==> config.mk <==
export PLATFORM = sky130hd
export DESIGN_NAME = ptc_timer
export DESIGN_NICKNAME = d
export VERILOG_FILES = /design/src/rtl/ptc_pkg.sv /design/src/rtl/ptc_edge_if.sv /design/src/rtl/ptc_edge.sv /design/src/rtl/ptc_timer.sv
export SDC_FILE = /design/constraint.sdc
export NUM_CORES = 1
export LEC_CHECK = 0
export BUFFER_PORTS_ARGS = -buffer_cell sky130_fd_sc_hd__buf_2
export CORE_AREA = 8 8 112 114
export DETAILED_ROUTE_END_ITERATION = 16
export DIE_AREA = 0 0 120 122
export GPL_TIMING_DRIVEN = 0
export PLACE_DENSITY = 0.66
export SLEW_MARGIN = 10
export SYNTH_ARGS = -nofsm -noshare
export SYNTH_HDL_FRONTEND = slang
export SYNTH_SLANG_ARGS = --single-unit
==> constraint.sdc <==
create_clock -name pclk -period 4.6 [get_ports pclk]
set_input_delay 0.46 -clock pclk [delete_from_list [all_inputs] [get_ports pclk]]
set_output_delay 0.46 -clock pclk [all_outputs]
set_load 0.01 [all_outputs]
==> src/rtl/ptc_pkg.sv <==
// package: offsets, field positions, encodings and reset values
package ptc_pkg;
  // register byte offsets
  localparam logic [7:0] CTRL0_OFS = 8'h00;
  localparam logic [7:0] CTRL1_OFS = 8'h04;
  localparam logic [7:0] CNTL_OFS = 8'h08;
  localparam logic [7:0] CNTH_OFS = 8'h0c;
  localparam logic [7:0] CMPAL_OFS = 8'h10;
  localparam logic [7:0] CMPAH_OFS = 8'h14;
  localparam logic [7:0] PERL_OFS = 8'h18;
  localparam logic [7:0] PERH_OFS = 8'h1c;
  // control_reg_zero fields
  localparam int C0_PAUSE = 7;
  localparam int C0_CK_LSB = 4;
  localparam int C0_ON = 3;
  // control_reg_one fields
  localparam int C1_MODE_LSB = 6;
  localparam int C1_IO_LSB = 4;
  localparam int C1_OC = 3;
  localparam int C1_POL = 2;
  localparam int C1_CAPTS = 1;
  localparam int C1_CCLR = 0;
  // reset values
  localparam logic [7:0] CTRL0_RST = 8'h00;
  localparam logic [7:0] CTRL1_RST = 8'h00;
  localparam logic [9:0] VAL_RST = 10'h000;
  // mode_field codes
  localparam logic [1:0] MD_CMP = 2'h0;
  localparam logic [1:0] MD_CAP = 2'h1;
  localparam logic [1:0] MD_PWM = 2'h2;
  localparam logic [1:0] MD_TMR = 2'h3;
  // clock_select_field codes
  localparam logic [2:0] CK_SYS4 = 3'h0;
  localparam logic [2:0] CK_SYS = 3'h1;
  localparam logic [2:0] CK_H16 = 3'h2;
  localparam logic [2:0] CK_H64 = 3'h3;
  localparam logic [2:0] CK_SUB0 = 3'h4;
  localparam logic [2:0] CK_SUB1 = 3'h5;
  localparam logic [2:0] CK_EXTR = 3'h6;
  localparam logic [2:0] CK_EXTF = 3'h7;
  // prescaler terminal counts
  localparam logic [1:0] SYS4_LAST = 2'h3;
  localparam logic [3:0] H16_LAST = 4'hf;
  localparam logic [5:0] H64_LAST = 6'h3f;
endpackage

==> src/rtl/ptc_edge_if.sv <==
// interface: raw pin in, synchronised level and edge pulses out
`timescale 1ns/10ps
`default_nettype none
interface ptc_edge_if;
  logic raw;
  logic lvl;
  logic rise;
  logic fall;
  modport det (input raw, output lvl, rise, fall);
  modport user (output raw, input lvl, rise, fall);
endinterface
`default_nettype wire

==> src/rtl/ptc_edge.sv <==
// two-flop pin synchroniser with edge detection
`timescale 1ns/10ps
`default_nettype none
module ptc_edge (
  // clock and reset
  input wire logic clk,
  input wire logic rst_n,
  // pin and edges
  ptc_edge_if.det e
);
  logic s1_q;
  logic s2_q;
  logic s3_q;

  // first flop only feeds the second
  always_ff @(posedge clk or negedge rst_n) begin
    if (!rst_n) begin
      s1_q <= 1'b0;
      s2_q <= 1'b0;
      s3_q <= 1'b0;
    end else begin
      s1_q <= e.raw;
      s2_q <= s1_q;
      s3_q <= s2_q;
    end
  end

  // one pulse per qualifying edge
  assign e.lvl = s2_q;
  assign e.rise = s2_q & ~s3_q;
  assign e.fall = ~s2_q & s3_q;
endmodule
`default_nettype wire

==> src/rtl/ptc_timer.sv <==
// periodic timer channel with apb registers
//
// The APB slave port and the register addresses were decided locally.
`timescale 1ns/10ps
`default_nettype none
module ptc_timer (
  // clock and reset
  input wire logic pclk,
  input wire logic presetn,
  // apb slave
  input wire logic [7:0] paddr,
  input wire logic psel,
  input wire logic penable,
  input wire logic pwrite,
  input wire logic [31:0] pwdata,
  output logic [31:0] prdata,
  output logic pready,
  output logic pslverr,
  // clock enables from the clock generator
  input wire logic high_clk_tick,
  input wire logic sub_clk_tick,
  // pins
  input wire logic ext_clock_pin,
  input wire logic capture_pin,
  output logic timer_out_pin,
  output logic timer_out_inv_pin,
  // interrupt requests
  output logic int_a_pulse,
  output logic int_p_pulse
);
  logic pause_q;
  logic [2:0] ck_q;
  logic on_q;
  logic [7:0] c1_q;
  logic [9:0] cnt_q;
  logic [9:0] compare_a_value_q;
  logic [9:0] period_compare_value_q;
  logic [7:0] hold_q;
  logic out_q;
  logic out_d;
  logic pin_q;
  logic pinb_q;
  logic pulse_q;
  logic [1:0] pre_q;
  logic [5:0] hdiv_q;
  logic [31:0] prdata_q;
  logic int_a_q;
  logic int_p_q;

  // pin synchronisers, one per input pin
  ptc_edge_if ext_e ();
  ptc_edge_if cap_e ();
  assign ext_e.raw = ext_clock_pin;
  assign cap_e.raw = capture_pin;
  ptc_edge u_ext (.clk(pclk), .rst_n(presetn), .e(ext_e));
  ptc_edge u_cap (.clk(pclk), .rst_n(presetn), .e(cap_e));

  // bus phase and address decode
  wire setup_w = psel & ~penable;
  wire acc_w = psel & penable;
  wire wr_w = acc_w & pwrite;
  wire rd_w = acc_w & ~pwrite;
  wire sel_c0 = paddr == ptc_pkg::CTRL0_OFS;
  wire sel_c1 = paddr == ptc_pkg::CTRL1_OFS;
  wire sel_dl = paddr == ptc_pkg::CNTL_OFS;
  wire sel_dh = paddr == ptc_pkg::CNTH_OFS;
  wire sel_al = paddr == ptc_pkg::CMPAL_OFS;
  wire sel_ah = paddr == ptc_pkg::CMPAH_OFS;
  wire sel_pl = paddr == ptc_pkg::PERL_OFS;
  wire sel_ph = paddr == ptc_pkg::PERH_OFS;
  wire hit_w = sel_c0 | sel_c1 | sel_dl | sel_dh | sel_al | sel_ah |
               sel_pl | sel_ph;
  wire sel_low = sel_dl | sel_al | sel_pl;

  // zero-wait slave; unmapped addresses answer with an error
  assign pready = 1'b1;
  assign pslverr = acc_w & ~hit_w;
  assign prdata = prdata_q;

  // read mux; low bytes come from the buffer, not the live value
  wire [7:0] c0_rd = {pause_q, ck_q, on_q, 3'h0};
  wire [7:0] rd_val_w =
    sel_c0 ? c0_rd :
    sel_c1 ? c1_q :
    sel_low ? hold_q :
    sel_dh ? {6'h00, cnt_q[9:8]} :
    sel_ah ? {6'h00, compare_a_value_q[9:8]} :
    sel_ph ? {6'h00, period_compare_value_q[9:8]} : 8'h00;

  // control fields
  wire [1:0] mode_w = c1_q[ptc_pkg::C1_MODE_LSB +: 2];
  wire [1:0] io_w = c1_q[ptc_pkg::C1_IO_LSB +: 2];
  wire oc_w = c1_q[ptc_pkg::C1_OC];
  wire pol_w = c1_q[ptc_pkg::C1_POL];
  wire capts_w = c1_q[ptc_pkg::C1_CAPTS];
  wire cclr_w = c1_q[ptc_pkg::C1_CCLR];
  wire on_rise_w = wr_w & sel_c0 & pwdata[ptc_pkg::C0_ON] & ~on_q;
  wire run_w = on_q & ~pause_q;
  wire md_cmp = mode_w == ptc_pkg::MD_CMP;
  wire md_cap = mode_w == ptc_pkg::MD_CAP;
  wire md_pwm = mode_w == ptc_pkg::MD_PWM;

  // count clock selection as enables on pclk
  wire sys4_w = pre_q == ptc_pkg::SYS4_LAST;
  wire h16_w = high_clk_tick & (hdiv_q[3:0] == ptc_pkg::H16_LAST);
  wire h64_w = high_clk_tick & (hdiv_q == ptc_pkg::H64_LAST);
  wire tick_w =
    (ck_q == ptc_pkg::CK_SYS4) ? sys4_w :
    (ck_q == ptc_pkg::CK_SYS) ? 1'b1 :
    (ck_q == ptc_pkg::CK_H16) ? h16_w :
    (ck_q == ptc_pkg::CK_H64) ? h64_w :
    (ck_q == ptc_pkg::CK_EXTR) ? ext_e.rise :
    (ck_q == ptc_pkg::CK_EXTF) ? ext_e.fall : sub_clk_tick;

  // capture source and active edge
  wire crise_w = capts_w ? ext_e.rise : cap_e.rise;
  wire cfall_w = capts_w ? ext_e.fall : cap_e.fall;
  wire cap_ev_w = run_w & md_cap &
    ((io_w == 2'h0 & crise_w) | (io_w == 2'h1 & cfall_w) |
     (io_w == 2'h2 & (crise_w | cfall_w)));

  // single pulse trigger from the external clock pin
  wire sp_w = md_pwm & (io_w == 2'h3);
  wire trig_w = on_q & sp_w & ext_e.rise;

  // comparators against the live counter
  wire cnt_step = tick_w & run_w;
  wire match_a_w = cnt_step & ~md_cap & (cnt_q == compare_a_value_q);
  wire match_p_w = cnt_step & (cnt_q == period_compare_value_q);
  wire clr_w = cclr_w ? match_a_w : match_p_w;
  wire pwm_act_w = cnt_q < compare_a_value_q;

  // prescalers; the high divider only moves on its own tick
  always_ff @(posedge pclk or negedge presetn) begin
    if (!presetn) begin
      pre_q <= 2'h0;
      hdiv_q <= 6'h00;
    end else begin
      pre_q <= pre_q + 2'h1;
      if (high_clk_tick)
        hdiv_q <= hdiv_q + 6'h01;
    end
  end

  // control registers
  always_ff @(posedge pclk or negedge presetn) begin
    if (!presetn) begin
      pause_q <= ptc_pkg::CTRL0_RST[ptc_pkg::C0_PAUSE];
      ck_q <= ptc_pkg::CTRL0_RST[ptc_pkg::C0_CK_LSB +: 3];
      on_q <= ptc_pkg::CTRL0_RST[ptc_pkg::C0_ON];
      c1_q <= ptc_pkg::CTRL1_RST;
    end else begin
      if (wr_w & sel_c0) begin
        pause_q <= pwdata[ptc_pkg::C0_PAUSE];
        ck_q <= pwdata[ptc_pkg::C0_CK_LSB +: 3];
        on_q <= pwdata[ptc_pkg::C0_ON];
      end
      if (wr_w & sel_c1)
        c1_q <= pwdata[7:0];
    end
  end

  // shared low-byte buffer, one per channel
  always_ff @(posedge pclk or negedge presetn) begin
    if (!presetn) begin
      hold_q <= 8'h00;
    end else if (wr_w & (sel_al | sel_pl)) begin
      hold_q <= pwdata[7:0];
    end else if (rd_w & sel_dh) begin
      hold_q <= cnt_q[7:0];
    end else if (rd_w & sel_ah) begin
      hold_q <= compare_a_value_q[7:0];
    end else if (rd_w & sel_ph) begin
      hold_q <= period_compare_value_q[7:0];
    end
  end

  // comparator values; a capture takes priority over a bus write
  always_ff @(posedge pclk or negedge presetn) begin
    if (!presetn) begin
      compare_a_value_q <= ptc_pkg::VAL_RST;
      period_compare_value_q <= ptc_pkg::VAL_RST;
    end else begin
      if (cap_ev_w)
        compare_a_value_q <= cnt_q;
      else if (wr_w & sel_ah)
        compare_a_value_q <= {pwdata[1:0], hold_q};
      if (wr_w & sel_ph)
        period_compare_value_q <= {pwdata[1:0], hold_q};
    end
  end

  // up counter; 10-bit wrap is the overflow clear
  always_ff @(posedge pclk or negedge presetn) begin
    if (!presetn) begin
      cnt_q <= ptc_pkg::VAL_RST;
    end else if (on_rise_w | trig_w) begin
      cnt_q <= 10'h000;
    end else if (cnt_step) begin
      cnt_q <= clr_w ? 10'h000 : cnt_q + 10'h001;
    end
  end

  // output level per mode; timer mode only sets the level to oc_w when counting is switched on
  always_comb begin
    out_d = out_q;
    if (on_rise_w) begin
      out_d = oc_w;
    end else if (md_cmp) begin
      if (match_a_w) begin
        case (io_w)
          2'h1: out_d = 1'b0;
          2'h2: out_d = 1'b1;
          2'h3: out_d = ~out_q;
          default: out_d = out_q;
        endcase
      end
    end else if (md_pwm & on_q) begin
      case (io_w)
        2'h0: out_d = ~oc_w;
        2'h1: out_d = oc_w;
        2'h2: out_d = pwm_act_w ? oc_w : ~oc_w;
        default: out_d = (pulse_q | trig_w) ? oc_w : ~oc_w;
      endcase
    end
  end

  // pulse span, bus read data and interrupt pulses
  always_ff @(posedge pclk or negedge presetn) begin
    if (!presetn) begin
      pulse_q <= 1'b0;
      prdata_q <= 32'h0000_0000;
      int_a_q <= 1'b0;
      int_p_q <= 1'b0;
    end else begin
      if (trig_w)
        pulse_q <= 1'b1;
      else if (match_a_w | on_rise_w | ~sp_w)
        pulse_q <= 1'b0;
      if (setup_w)
        prdata_q <= {24'h000000, rd_val_w};
      int_a_q <= match_a_w | cap_ev_w;
      int_p_q <= match_p_w;
    end
  end

  // pins come from one flop pair so they never disagree
  always_ff @(posedge pclk or negedge presetn) begin
    if (!presetn) begin
      out_q <= 1'b0;
      pin_q <= 1'b0;
      pinb_q <= 1'b1;
    end else begin
      out_q <= out_d;
      pin_q <= out_d ^ pol_w;
      pinb_q <= ~(out_d ^ pol_w);
    end
  end

  assign timer_out_pin = pin_q;
  assign timer_out_inv_pin = pinb_q;
  assign int_a_pulse = int_a_q;
  assign int_p_pulse = int_p_q;
endmodule
`default_nettype wire

==> results of run 1 <==
[power breakdown]
part           total (uW)  internal, uW  switching [uW]
clock                 579           310             269
combinational         156          74.0            82.3
sequential            774           736            38.7
[worst max-delay path, delay by kind of cell, from the launching register on]
| family | cells | cell delay [ns] |
|---|---|---|
| adders and majority gates | 1 | 0.34 |
| DFF | 1 | 0.48 |
| and+or+nand+nor | 3 | 0.98 |
| AOI/OAI and AO/OA | 3 | 0.92 |
[metrics by stage]
step	hold slack, ns	area [um2]	worst slack (ns)	util, %	std cells
after floorplan	0.164	4780	2.21	-	484
after global placement	0.336	5130	1.65	48.0	659
after detailed placement	0.340	5160	1.53	48.3	660
after CTS	0.0319	5380	1.83	50.3	676
after global routing	0.0423	5380	1.64	50.3	676
final	0.0256	5380	1.79	50.3	676
[final cells by class]
cell class | count | area share, %
inverter | 16 | 1.12
tap | 140 | 3.25
multi-input combinational | 341 | 45.3
sequential | 79 | 36.7
timing repair buffer | 36 | 3.81
clock inverter | 6 | 1.74
buffer | 48 | 5.69
clock buffer | 10 | 2.37
[metal layers]
metal	up-vias	wire [um]	track usage [%]	share of wire, %
li1	1734	-	-	-
met3	15	676	3.10	6.1
met2	88	5070	24.9	46
met4	0	229	6.25	2.1
met5	-	0	0	0
met1	1768	5110	20.6	46
[registers in the layout (all words and copies together), names as in the netlist, 2 cells and up]
signal	count
ck_q	3
hdiv_q	6
prdata	8
cnt_q	10
c1_q	8
compare_a_value_q	10
pre_q	2
hold_q	8
period_compare_value_q	10
[worst min-delay path by stage]
| stage | from | to | slack, ns |
|---|---|---|---|
| floorplan | presetn | c1_q[0] | 0.16 |
| global placement | u_cap.s1_q | u_cap.e.lvl | 0.34 |
| detailed placement | u_ext.s1_q | u_ext.e.lvl | 0.34 |
| CTS | presetn | compare_a_value_q[1] | 0.03 |
| global route | presetn | cnt_q[0] | 0.04 |
| finish | presetn | period_compare_value_q[2] | 0.03 |
[synthesized netlist by cell type, types with 5 or more instances]
library cell | number | share of area (%)
dfrtp_1 | 78 | 42
ha_1 | 13 | 3.5
nand4_1 | 9 | 1.2
nor2_1 | 27 | 2.2
buf_4 | 26 | 4.2
nand2b_1 | 10 | 1.3
nand3_1 | 13 | 1.4
a31oi_1 | 18 | 2.4
a21oi_1 | 15 | 1.6
inv_1 | 16 | 1.3
clkbuf_1 | 13 | 1.0
nor2b_1 | 7 | 0.93
o21ai_0 | 16 | 1.7
xnor2_1 | 13 | 2.4
a211o_1 | 7 | 1.3
mux2_2 | 32 | 7.7
mux2_4 | 10 | 3.2
mux2i_1 | 9 | 1.9
buf_2 | 5 | 0.53
nand2_1 | 50 | 4.0
[kinds of logic after synthesis]
logic type               after synthesis  share of synthesized area, %
flip-flops                            79                          42.1
multiplexers                          56                          14.5
AND/OR/NAND/NOR                      154                          18.2
buffers and inverters                 64                          7.81
other                                  2                         0.160
adder cells (fa/ha/maj)               13                          3.46
XOR/XNOR                              16                          2.98
AO/OA/AOI/OAI                         77                          10.8
==> impl_metrics.env, run 1 <==
export IMPL_status="finished clean"
export IMPL_slew_violations=0
export IMPL_post_cts_resized=0
export IMPL_ctsHoldBuffers=0
export IMPL_hold_viol_final=0
export IMPL_ys_seq_elements=79
export IMPL_drtPass1Iterations=4
export IMPL_crit_slowest_cell="nor4_1"
export IMPL_syn_area_um2=4700
export IMPL_hp_class="in -> async"
export IMPL_yosysWarnings=0
export IMPL_crit_chain="ha_1 -> nand4_1 -> nor4_1 -> o2111ai_1 -> a2bb2oi_1 -> o311a_1 -> and3_1"
export IMPL_path_max_fanout=8
export IMPL_hpwlAfterDp_um=8710
export IMPL_drtIter0Drc=229
export IMPL_cts_root_buf="clkbuf_8"
export IMPL_grt_pass1_vias=3627
export IMPL_p_leak_uw=0.00259
export IMPL_post_drt_wl_per_cell_um=16.4
export IMPL_grt_ovfl_total=0
export IMPL_rsz0062_at_grt="no"
export IMPL_die_area_um2=14600
export IMPL_grt_pass1_wl_um=18400
export IMPL_multiInputGateArea_um2=2440
export IMPL_start_util_pct=43.9
export IMPL_slew_headroom_pct=38.3
export IMPL_async_reset_ff_share_pct=100
export IMPL_worstSetupStartpoint="cnt_q[8]"
export IMPL_peakVddDrop_mv=0.176
export IMPL_tns_ns=0
export IMPL_clock_skew_final_ns=0.00946
export IMPL_synth_distinct_cells=65
export IMPL_coreArea_um2=10700
export IMPL_final_cell_mix="dfrtp_1 (78), nand2_1 (50), buf_2 (39), mux2_2 (32)"
export IMPL_worstPathArrival_ns=3.06
export IMPL_yosysSeqAreaShare_pct=42.1
export IMPL_gp_congestion=0.842
export IMPL_worstMarginPinSlew_ns=0.912
export IMPL_fp_dieW_um=120
export IMPL_max_clock_freq_mhz=356
export IMPL_portBuffers=35
export IMPL_reg2reg_depth=7
export IMPL_vias=3605
export IMPL_cts_made_buffers=9
export IMPL_setup_violations=0
export IMPL_worst_path_largest_cell_delay_ns=0.64
export IMPL_cp_start_kind="flop"
export IMPL_regToRegSetupSlack_ns=1.79
export IMPL_power_density_nw_per_um2=280
export IMPL_synth_edff_count=0
export IMPL_fin_nets=593
export IMPL_required_ns=4.86
export IMPL_regArea_um2=1980
export IMPL_io_pins=87
export IMPL_synth_ff_type="dfrtp_1"
export IMPL_clkSinkCount=79
export IMPL_grt_antenna_before_repair=0
export IMPL_worstSetupEndpointType="flop"
export IMPL_post_cts_buffers=0
export IMPL_wl_um=11100
export IMPL_reg2reg_to="timer_out_pin"
export IMPL_syn_to_final_growth_pct=14.7
export IMPL_cap_violations=0
export IMPL_clockBufferDepth=2
export IMPL_fp_row_count=38
export IMPL_clk_pin_slew_ns=0.09
export IMPL_n_antenna_cell=0
export IMPL_synth_area_per_cell_um2=10.2
export IMPL_rr_startpoint="cnt_q[8]"
export IMPL_vias_per_cell=5.33
export IMPL_period_share_pct=61.0
export IMPL_grt_max_degree=54
export IMPL_drc_errors=0
export IMPL_clk_latency_ns=0.36
export IMPL_die_y_um=122
export IMPL_crit_end="timer_out_pin"
export IMPL_layout_drive_gt1_share_pct=26.7
export IMPL_track_usage_pct=15.6
export IMPL_fin_total_pwr_uw=1510
export IMPL_htree_levels=3
export IMPL_fillers=980
export IMPL_layout_commonest_cell="dfrtp_1"
export IMPL_synthCells=461
export IMPL_period_minus_slack_ns=2.81
export IMPL_worstSetupPathType="reg -> reg"
export IMPL_drtAntennaViolNets=0
export IMPL_cts_tree="yes"
Note: power is estimated with default switching activity, not from simulation.
==> inputs of run 2 (changes only) <==
==> constraint.sdc (replaced) <==
create_clock -name pclk -period 2.6 [get_ports pclk]
set_input_delay 0.26 -clock pclk [delete_from_list [all_inputs] [get_ports pclk]]
set_output_delay 0.26 -clock pclk [all_outputs]
set_load 0.01 [all_outputs]
==> impl_metrics.env, run 2 (same netlist as run 1, synthesis figures left out) <==
export IMPL_die_area_um2=14600
export IMPL_grt_ovfl_total=0
export IMPL_rsz0062_at_grt="no"
export IMPL_clkSinkCount=79
export IMPL_cp_buffers_inverters=1
export IMPL_instances_no_fill=680
export IMPL_placed_cells=660
export IMPL_clk_latency_ns=0.36
export IMPL_io_pins=87
export IMPL_drtPass1Iterations=4
export IMPL_gp_congestion=0.842
export IMPL_n_antenna_cell=0
export IMPL_coreArea_um2=10700
export IMPL_grt_antenna_before_repair=0
export IMPL_crit_chain="clkbuf_1 -> nor4b_1 -> nor4b_4 -> nand2_2 -> or3_1 -> o311a_1 -> and3_1"
export IMPL_required_ns=2.86
export IMPL_whs_ns=0.151
export IMPL_syn_to_final_growth_pct=16.1
export IMPL_grt_busiest_layer="met2"
export IMPL_worst_path_largest_cell_delay_ns=0.84
export IMPL_clockBufferDepth=2
export IMPL_reg2reg_to="timer_out_pin"
export IMPL_grt_pass1_wl_um=18500
export IMPL_peakVddDrop_mv=0.314
export IMPL_worstSetupStartpoint="paddr[3]"
export IMPL_slew_headroom_pct=39.1
export IMPL_max_clock_freq_mhz=398
export IMPL_status="finished clean"
export IMPL_hold_viol_final=0
export IMPL_drtAntennaViolNets=0
export IMPL_clk_pin_slew_ns=0.09
export IMPL_cts_root_buf="clkbuf_8"
export IMPL_setup_violations=0
export IMPL_period_share_pct=96.7
export IMPL_p_leak_uw=0.00262
export IMPL_worstMarginPinSlew_ns=0.901
export IMPL_worstPathArrival_ns=2.77
export IMPL_cts_made_buffers=9
export IMPL_start_util_pct=43.9
export IMPL_use_met2_pct=25.0
export IMPL_worstSetupPathType="in -> reg"
export IMPL_power_density_nw_per_um2=491
export IMPL_place_ws_ns=-0.271
export IMPL_vias=3599
export IMPL_worstHoldStart="high_clk_tick"
export IMPL_track_usage_pct=15.7
export IMPL_use_met3_pct=3.10
export IMPL_crit_slowest_cell="nor4b_1"
export IMPL_layout_drive_gt1_share_pct=27.4
export IMPL_met1_usage_pct=20.6
export IMPL_clock_skew_final_ns=0.00987
export IMPL_regToRegSetupSlack_ns=0.15
export IMPL_hold_end="hdiv_q[0]"
export IMPL_period_minus_slack_ns=2.51
export IMPL_grt_pass1_vias=3647
export IMPL_fin_nets=597
export IMPL_reg_top3="cnt_q (10), compare_a_value_q (10), period_compare_value_q (10)"
export IMPL_portBuffers=35
export IMPL_rr_startpoint="cnt_q[5]"
export IMPL_grt_max_degree=54
export IMPL_post_drt_wl_per_cell_um=16.3
export IMPL_cap_violations=0
export IMPL_layout_commonest_cell="dfrtp_1"
export IMPL_fp_dieW_um=120
export IMPL_hpwlAfterDp_um=8710
export IMPL_wl_um=11100
export IMPL_vias_per_cell=5.29
export IMPL_hp_class="in -> reg"
export IMPL_multiInputGateArea_um2=2460
export IMPL_drc_errors=0
export IMPL_fin_total_pwr_uw=2670
export IMPL_fin_util_pct=50.9
export IMPL_cts_tree="yes"
export IMPL_regArea_um2=1980
export IMPL_worstSetupEndpointType="flop"
export IMPL_path_max_fanout=7
export IMPL_cp_top_family="simple AND/OR/NAND/NOR gates"
export IMPL_die_y_um=122
export IMPL_fillers=974
export IMPL_slew_violations=0
export IMPL_drtIter0Drc=262
export IMPL_cp_start_kind="input port"
export IMPL_reg2reg_depth=7
export IMPL_final_cell_mix="dfrtp_1 (78), nand2_1 (50), buf_2 (39), mux2_2 (32), buf_4 (29)"
export IMPL_fp_row_count=38
export IMPL_min_path_cells=2
export IMPL_fin_ws_ns=0.0869
export IMPL_htree_levels=3
run 2: what timing repair did:
item | 4_1_cts | 5_1_grt
buffers inserted | 2 | 0
pin swaps | 1 | 1
endpoints found under the hold margin | 28 | 0
cloned | 0 | 0
gates resized for setup | 1 | 3
setup endpoints to repair | 8 | 4
hold buffers | 3 | 0
run 2: layout make-up:
class | instances | area share [%]
sequential | 79 | 36.3
multi-input combinational | 341 | 45.2
tap | 140 | 3.21
clock inverter | 6 | 1.72
inverter | 16 | 1.10
timing repair buffer | 41 | 4.59
buffer | 47 | 5.56
clock buffer | 10 | 2.34
run 2: power breakdown:
| group | total, uW | internal [uW] | switching (uW) |
|---|---|---|---|
| Clock | 1020 | 548 | 473 |
| Sequential | 1370 | 1300 | 69.0 |
| Combinational | 284 | 135 | 148 |
| Total | 2670 | 1980 | 690 |
run 2: routing by layer:
layer,vias up,wire [um]
met4,0,176
met1,1745,5080
met5,-,0
met3,14,684
met2,97,5150
li1,1743,-
run 2: worst max path at each step:
stage / endpoint / slack [ns] / depth (start not counted)
finish: timer_out_pin / 0.09 / 7
CTS: timer_out_pin / 0.02 / 7
detailed placement: timer_out_pin / -0.27 / 7
global placement: timer_out_pin / -0.17 / 7
global route: timer_out_pin / 0.02 / 8
floorplan: timer_out_pin / 0.33 / 7
run 2: through the flow:
stage / area, um2 / TNS (ns)
finish: 5450 / 0
global route: 5450 / 0
CTS: 5440 / 0
detailed placement: 5160 / -0.441
global placement: 5130 / -0.190
floorplan: 4780 / 0
==> inputs of run 3 (changes only) <==
==> constraint.sdc (replaced) <==
create_clock -name pclk -period 2.6 [get_ports pclk]
set_input_delay 0.39 -clock pclk [delete_from_list [all_inputs] [get_ports pclk]]
set_output_delay 0.39 -clock pclk [all_outputs]
set_load 0.01 [all_outputs]
==> impl_metrics.env, run 3 (same netlist as run 1, synthesis figures left out) <==
export IMPL_status="finished clean"
export IMPL_fp_row_count=38
export IMPL_power_switching_uw=691
export IMPL_die_y_um=122
export IMPL_gp_congestion=0.842
export IMPL_drc_errors=0
export IMPL_drtIter0Drc=274
export IMPL_post_drt_wl_per_cell_um=16.4
export IMPL_die_area_um2=14600
export IMPL_cp_buffers_inverters=0
export IMPL_reg_top3="cnt_q (10), compare_a_value_q (10), period_compare_value_q (10)"
export IMPL_n_antenna_cell=0
export IMPL_slew_headroom_pct=54.9
export IMPL_worstHoldStart="capture_pin"
export IMPL_coreArea_um2=10700
export IMPL_fin_nets=595
export IMPL_start_util_pct=43.9
export IMPL_vias=3631
export IMPL_io_pins=87
export IMPL_clk_latency_ns=0.36
export IMPL_cts_tree="yes"
export IMPL_clock_skew_final_ns=0.00943
export IMPL_track_usage_pct=15.7
export IMPL_cap_violations=0
export IMPL_slew_violations=0
export IMPL_power_frac_comb_pct=10.6
export IMPL_clock_power_share_pct=38.2
export IMPL_drtPass1Iterations=4
export IMPL_layout_drive_gt1_share_pct=27.7
export IMPL_grt_max_degree=54
export IMPL_worstSetupStartpoint="cnt_q[5]"
export IMPL_layout_commonest_cell="dfrtp_1"
export IMPL_worstSetupPathType="reg -> reg"
export IMPL_max_clock_freq_mhz=406
export IMPL_worstMarginPinSlew_ns=0.677
export IMPL_fin_ws_ns=0.137
export IMPL_hpwlAfterDp_um=8710
export IMPL_rsz0062_at_grt="no"
export IMPL_crit_chain="ha_1 -> nand4_1 -> nor4_4 -> o2111ai_1 -> a2bb2oi_1 -> o311a_1 -> and3_1"
export IMPL_fin_util_pct=50.8
export IMPL_final_cell_mix="dfrtp_1 (78), nand2_1 (50), buf_2 (39), mux2_2 (32), buf_4 (29)"
export IMPL_cts_made_buffers=9
export IMPL_peakVddDrop_mv=0.314
export IMPL_path_max_fanout=8
export IMPL_whs_ns=0.131
export IMPL_power_density_nw_per_um2=492
export IMPL_place_ws_ns=-0.401
export IMPL_vias_per_cell=5.36
export IMPL_htree_levels=3
export IMPL_fillers=976
export IMPL_intPower_uw=1980
export IMPL_grt_antenna_before_repair=0
export IMPL_clkSinkCount=79
export IMPL_worstPathArrival_ns=2.72
export IMPL_grt_ovfl_total=0
export IMPL_setup_violations=0
export IMPL_worst_path_largest_cell_delay_ns=0.49
export IMPL_fp_dieW_um=120
export IMPL_grt_pass1_wl_um=18500
export IMPL_clockBufferDepth=2
export IMPL_rr_startpoint="cnt_q[5]"
export IMPL_cp_start_kind="flop"
export IMPL_grt_pass1_vias=3649
export IMPL_switching_share_pct=25.9
export IMPL_period_minus_slack_ns=2.46
export IMPL_worstSetupEndpointType="flop"
export IMPL_crit_slowest_cell="dfrtp_1"
export IMPL_drtAntennaViolNets=0
export IMPL_cts_root_buf="clkbuf_8"
export IMPL_hp_class="in -> reg"
export IMPL_wl_um=11100
export IMPL_tns_ns=0
export IMPL_period_share_pct=94.7
export IMPL_clk_pin_slew_ns=0.09
export IMPL_fin_total_pwr_uw=2670
export IMPL_portBuffers=35
export IMPL_hold_viol_final=0
export IMPL_cp_top_family="compound AO/OA/AOI/OAI gates"
export IMPL_p_leak_uw=0.00261
export IMPL_p_seq_share_pct=51.2
export IMPL_syn_to_final_growth_pct=15.8
export IMPL_required_ns=2.86
==> run 3: what timing repair did <==
action,CTS,global route
hold buffers,1,0
endpoints found under the hold margin,26,0
gates resized for setup,2,3
pin swaps,1,1
setup endpoints to repair,8,4
setup buffers,2,0
==> run 3: per-layer routing <==
| metal | up-vias | share of wire (%) | GRT usage, % |
|---|---|---|---|
| met4 | 0 | 1.3 | 6.25 |
| met3 | 11 | 5.5 | 3.10 |
| li1 | 1734 | - | - |
| met1 | 1799 | 46 | 20.7 |
| met2 | 87 | 47 | 25.0 |
| met5 | - | 0 | 0 |
==> run 3: power by group through the flow <==
stage / Sequential [uW] / Clock, uW / Combinational (uW)
2_1_floorplan: 1380 / 0 / 188
3_3_place_gp: 1390 / 0 / 263
3_5_place_dp: 1390 / 0 / 280
4_1_cts: 1370 / 1040 / 282
5_1_grt: 1380 / 1090 / 325
6_report: 1370 / 1020 / 282
==> run 3: through the flow <==
stage / area [um2] / instances
6_report: 5440 / 678
5_1_grt: 5440 / 678
4_1_cts: 5420 / 679
3_5_place_dp: 5160 / 660
3_3_place_gp: 5130 / 659
2_1_floorplan: 4780 / 484
==> run 3: worst reg2reg max path, stage by stage, from the launching register on <==
cell and delay [ns]:
dfrtp_1 0.49, ha_1 0.37, nand4_1 0.17, nor4_4 0.34
o2111ai_1 0.24, a2bb2oi_1 0.22, o311a_1 0.36, and3_1 0.18
==> run 3: area by class of cell <==
class | instances | area [um2] | area share (%)
Clock inverter | 6 | 93.8 | 1.73
Sequential cell | 79 | 1980 | 36.4
Timing Repair Buffer | 39 | 230 | 4.23
Tap cell | 140 | 175 | 3.22
Inverter | 16 | 60.1 | 1.10
Clock buffer | 10 | 128 | 2.35
Multi-Input combinational cell | 341 | 2470 | 45.4
Buffer | 47 | 303 | 5.57
==> run 3: final timing paths <==
| check | to | slack (ns) | cells after the start |
|---|---|---|---|
| worst max-delay path | timer_out_pin | 0.14 | 7 |
| worst min-delay path | u_cap.s1_q | 0.13 | 1 |
| worst max register to register | timer_out_pin | 0.14 | 7 |
| worst min register to register | u_ext.e.lvl | 0.36 | 0 |
| max in group asynchronous | timer_out_inv_pin | 1.47 | 3 |
| min in group asynchronous | period_compare_value_q[1] | 0.50 | 2 |
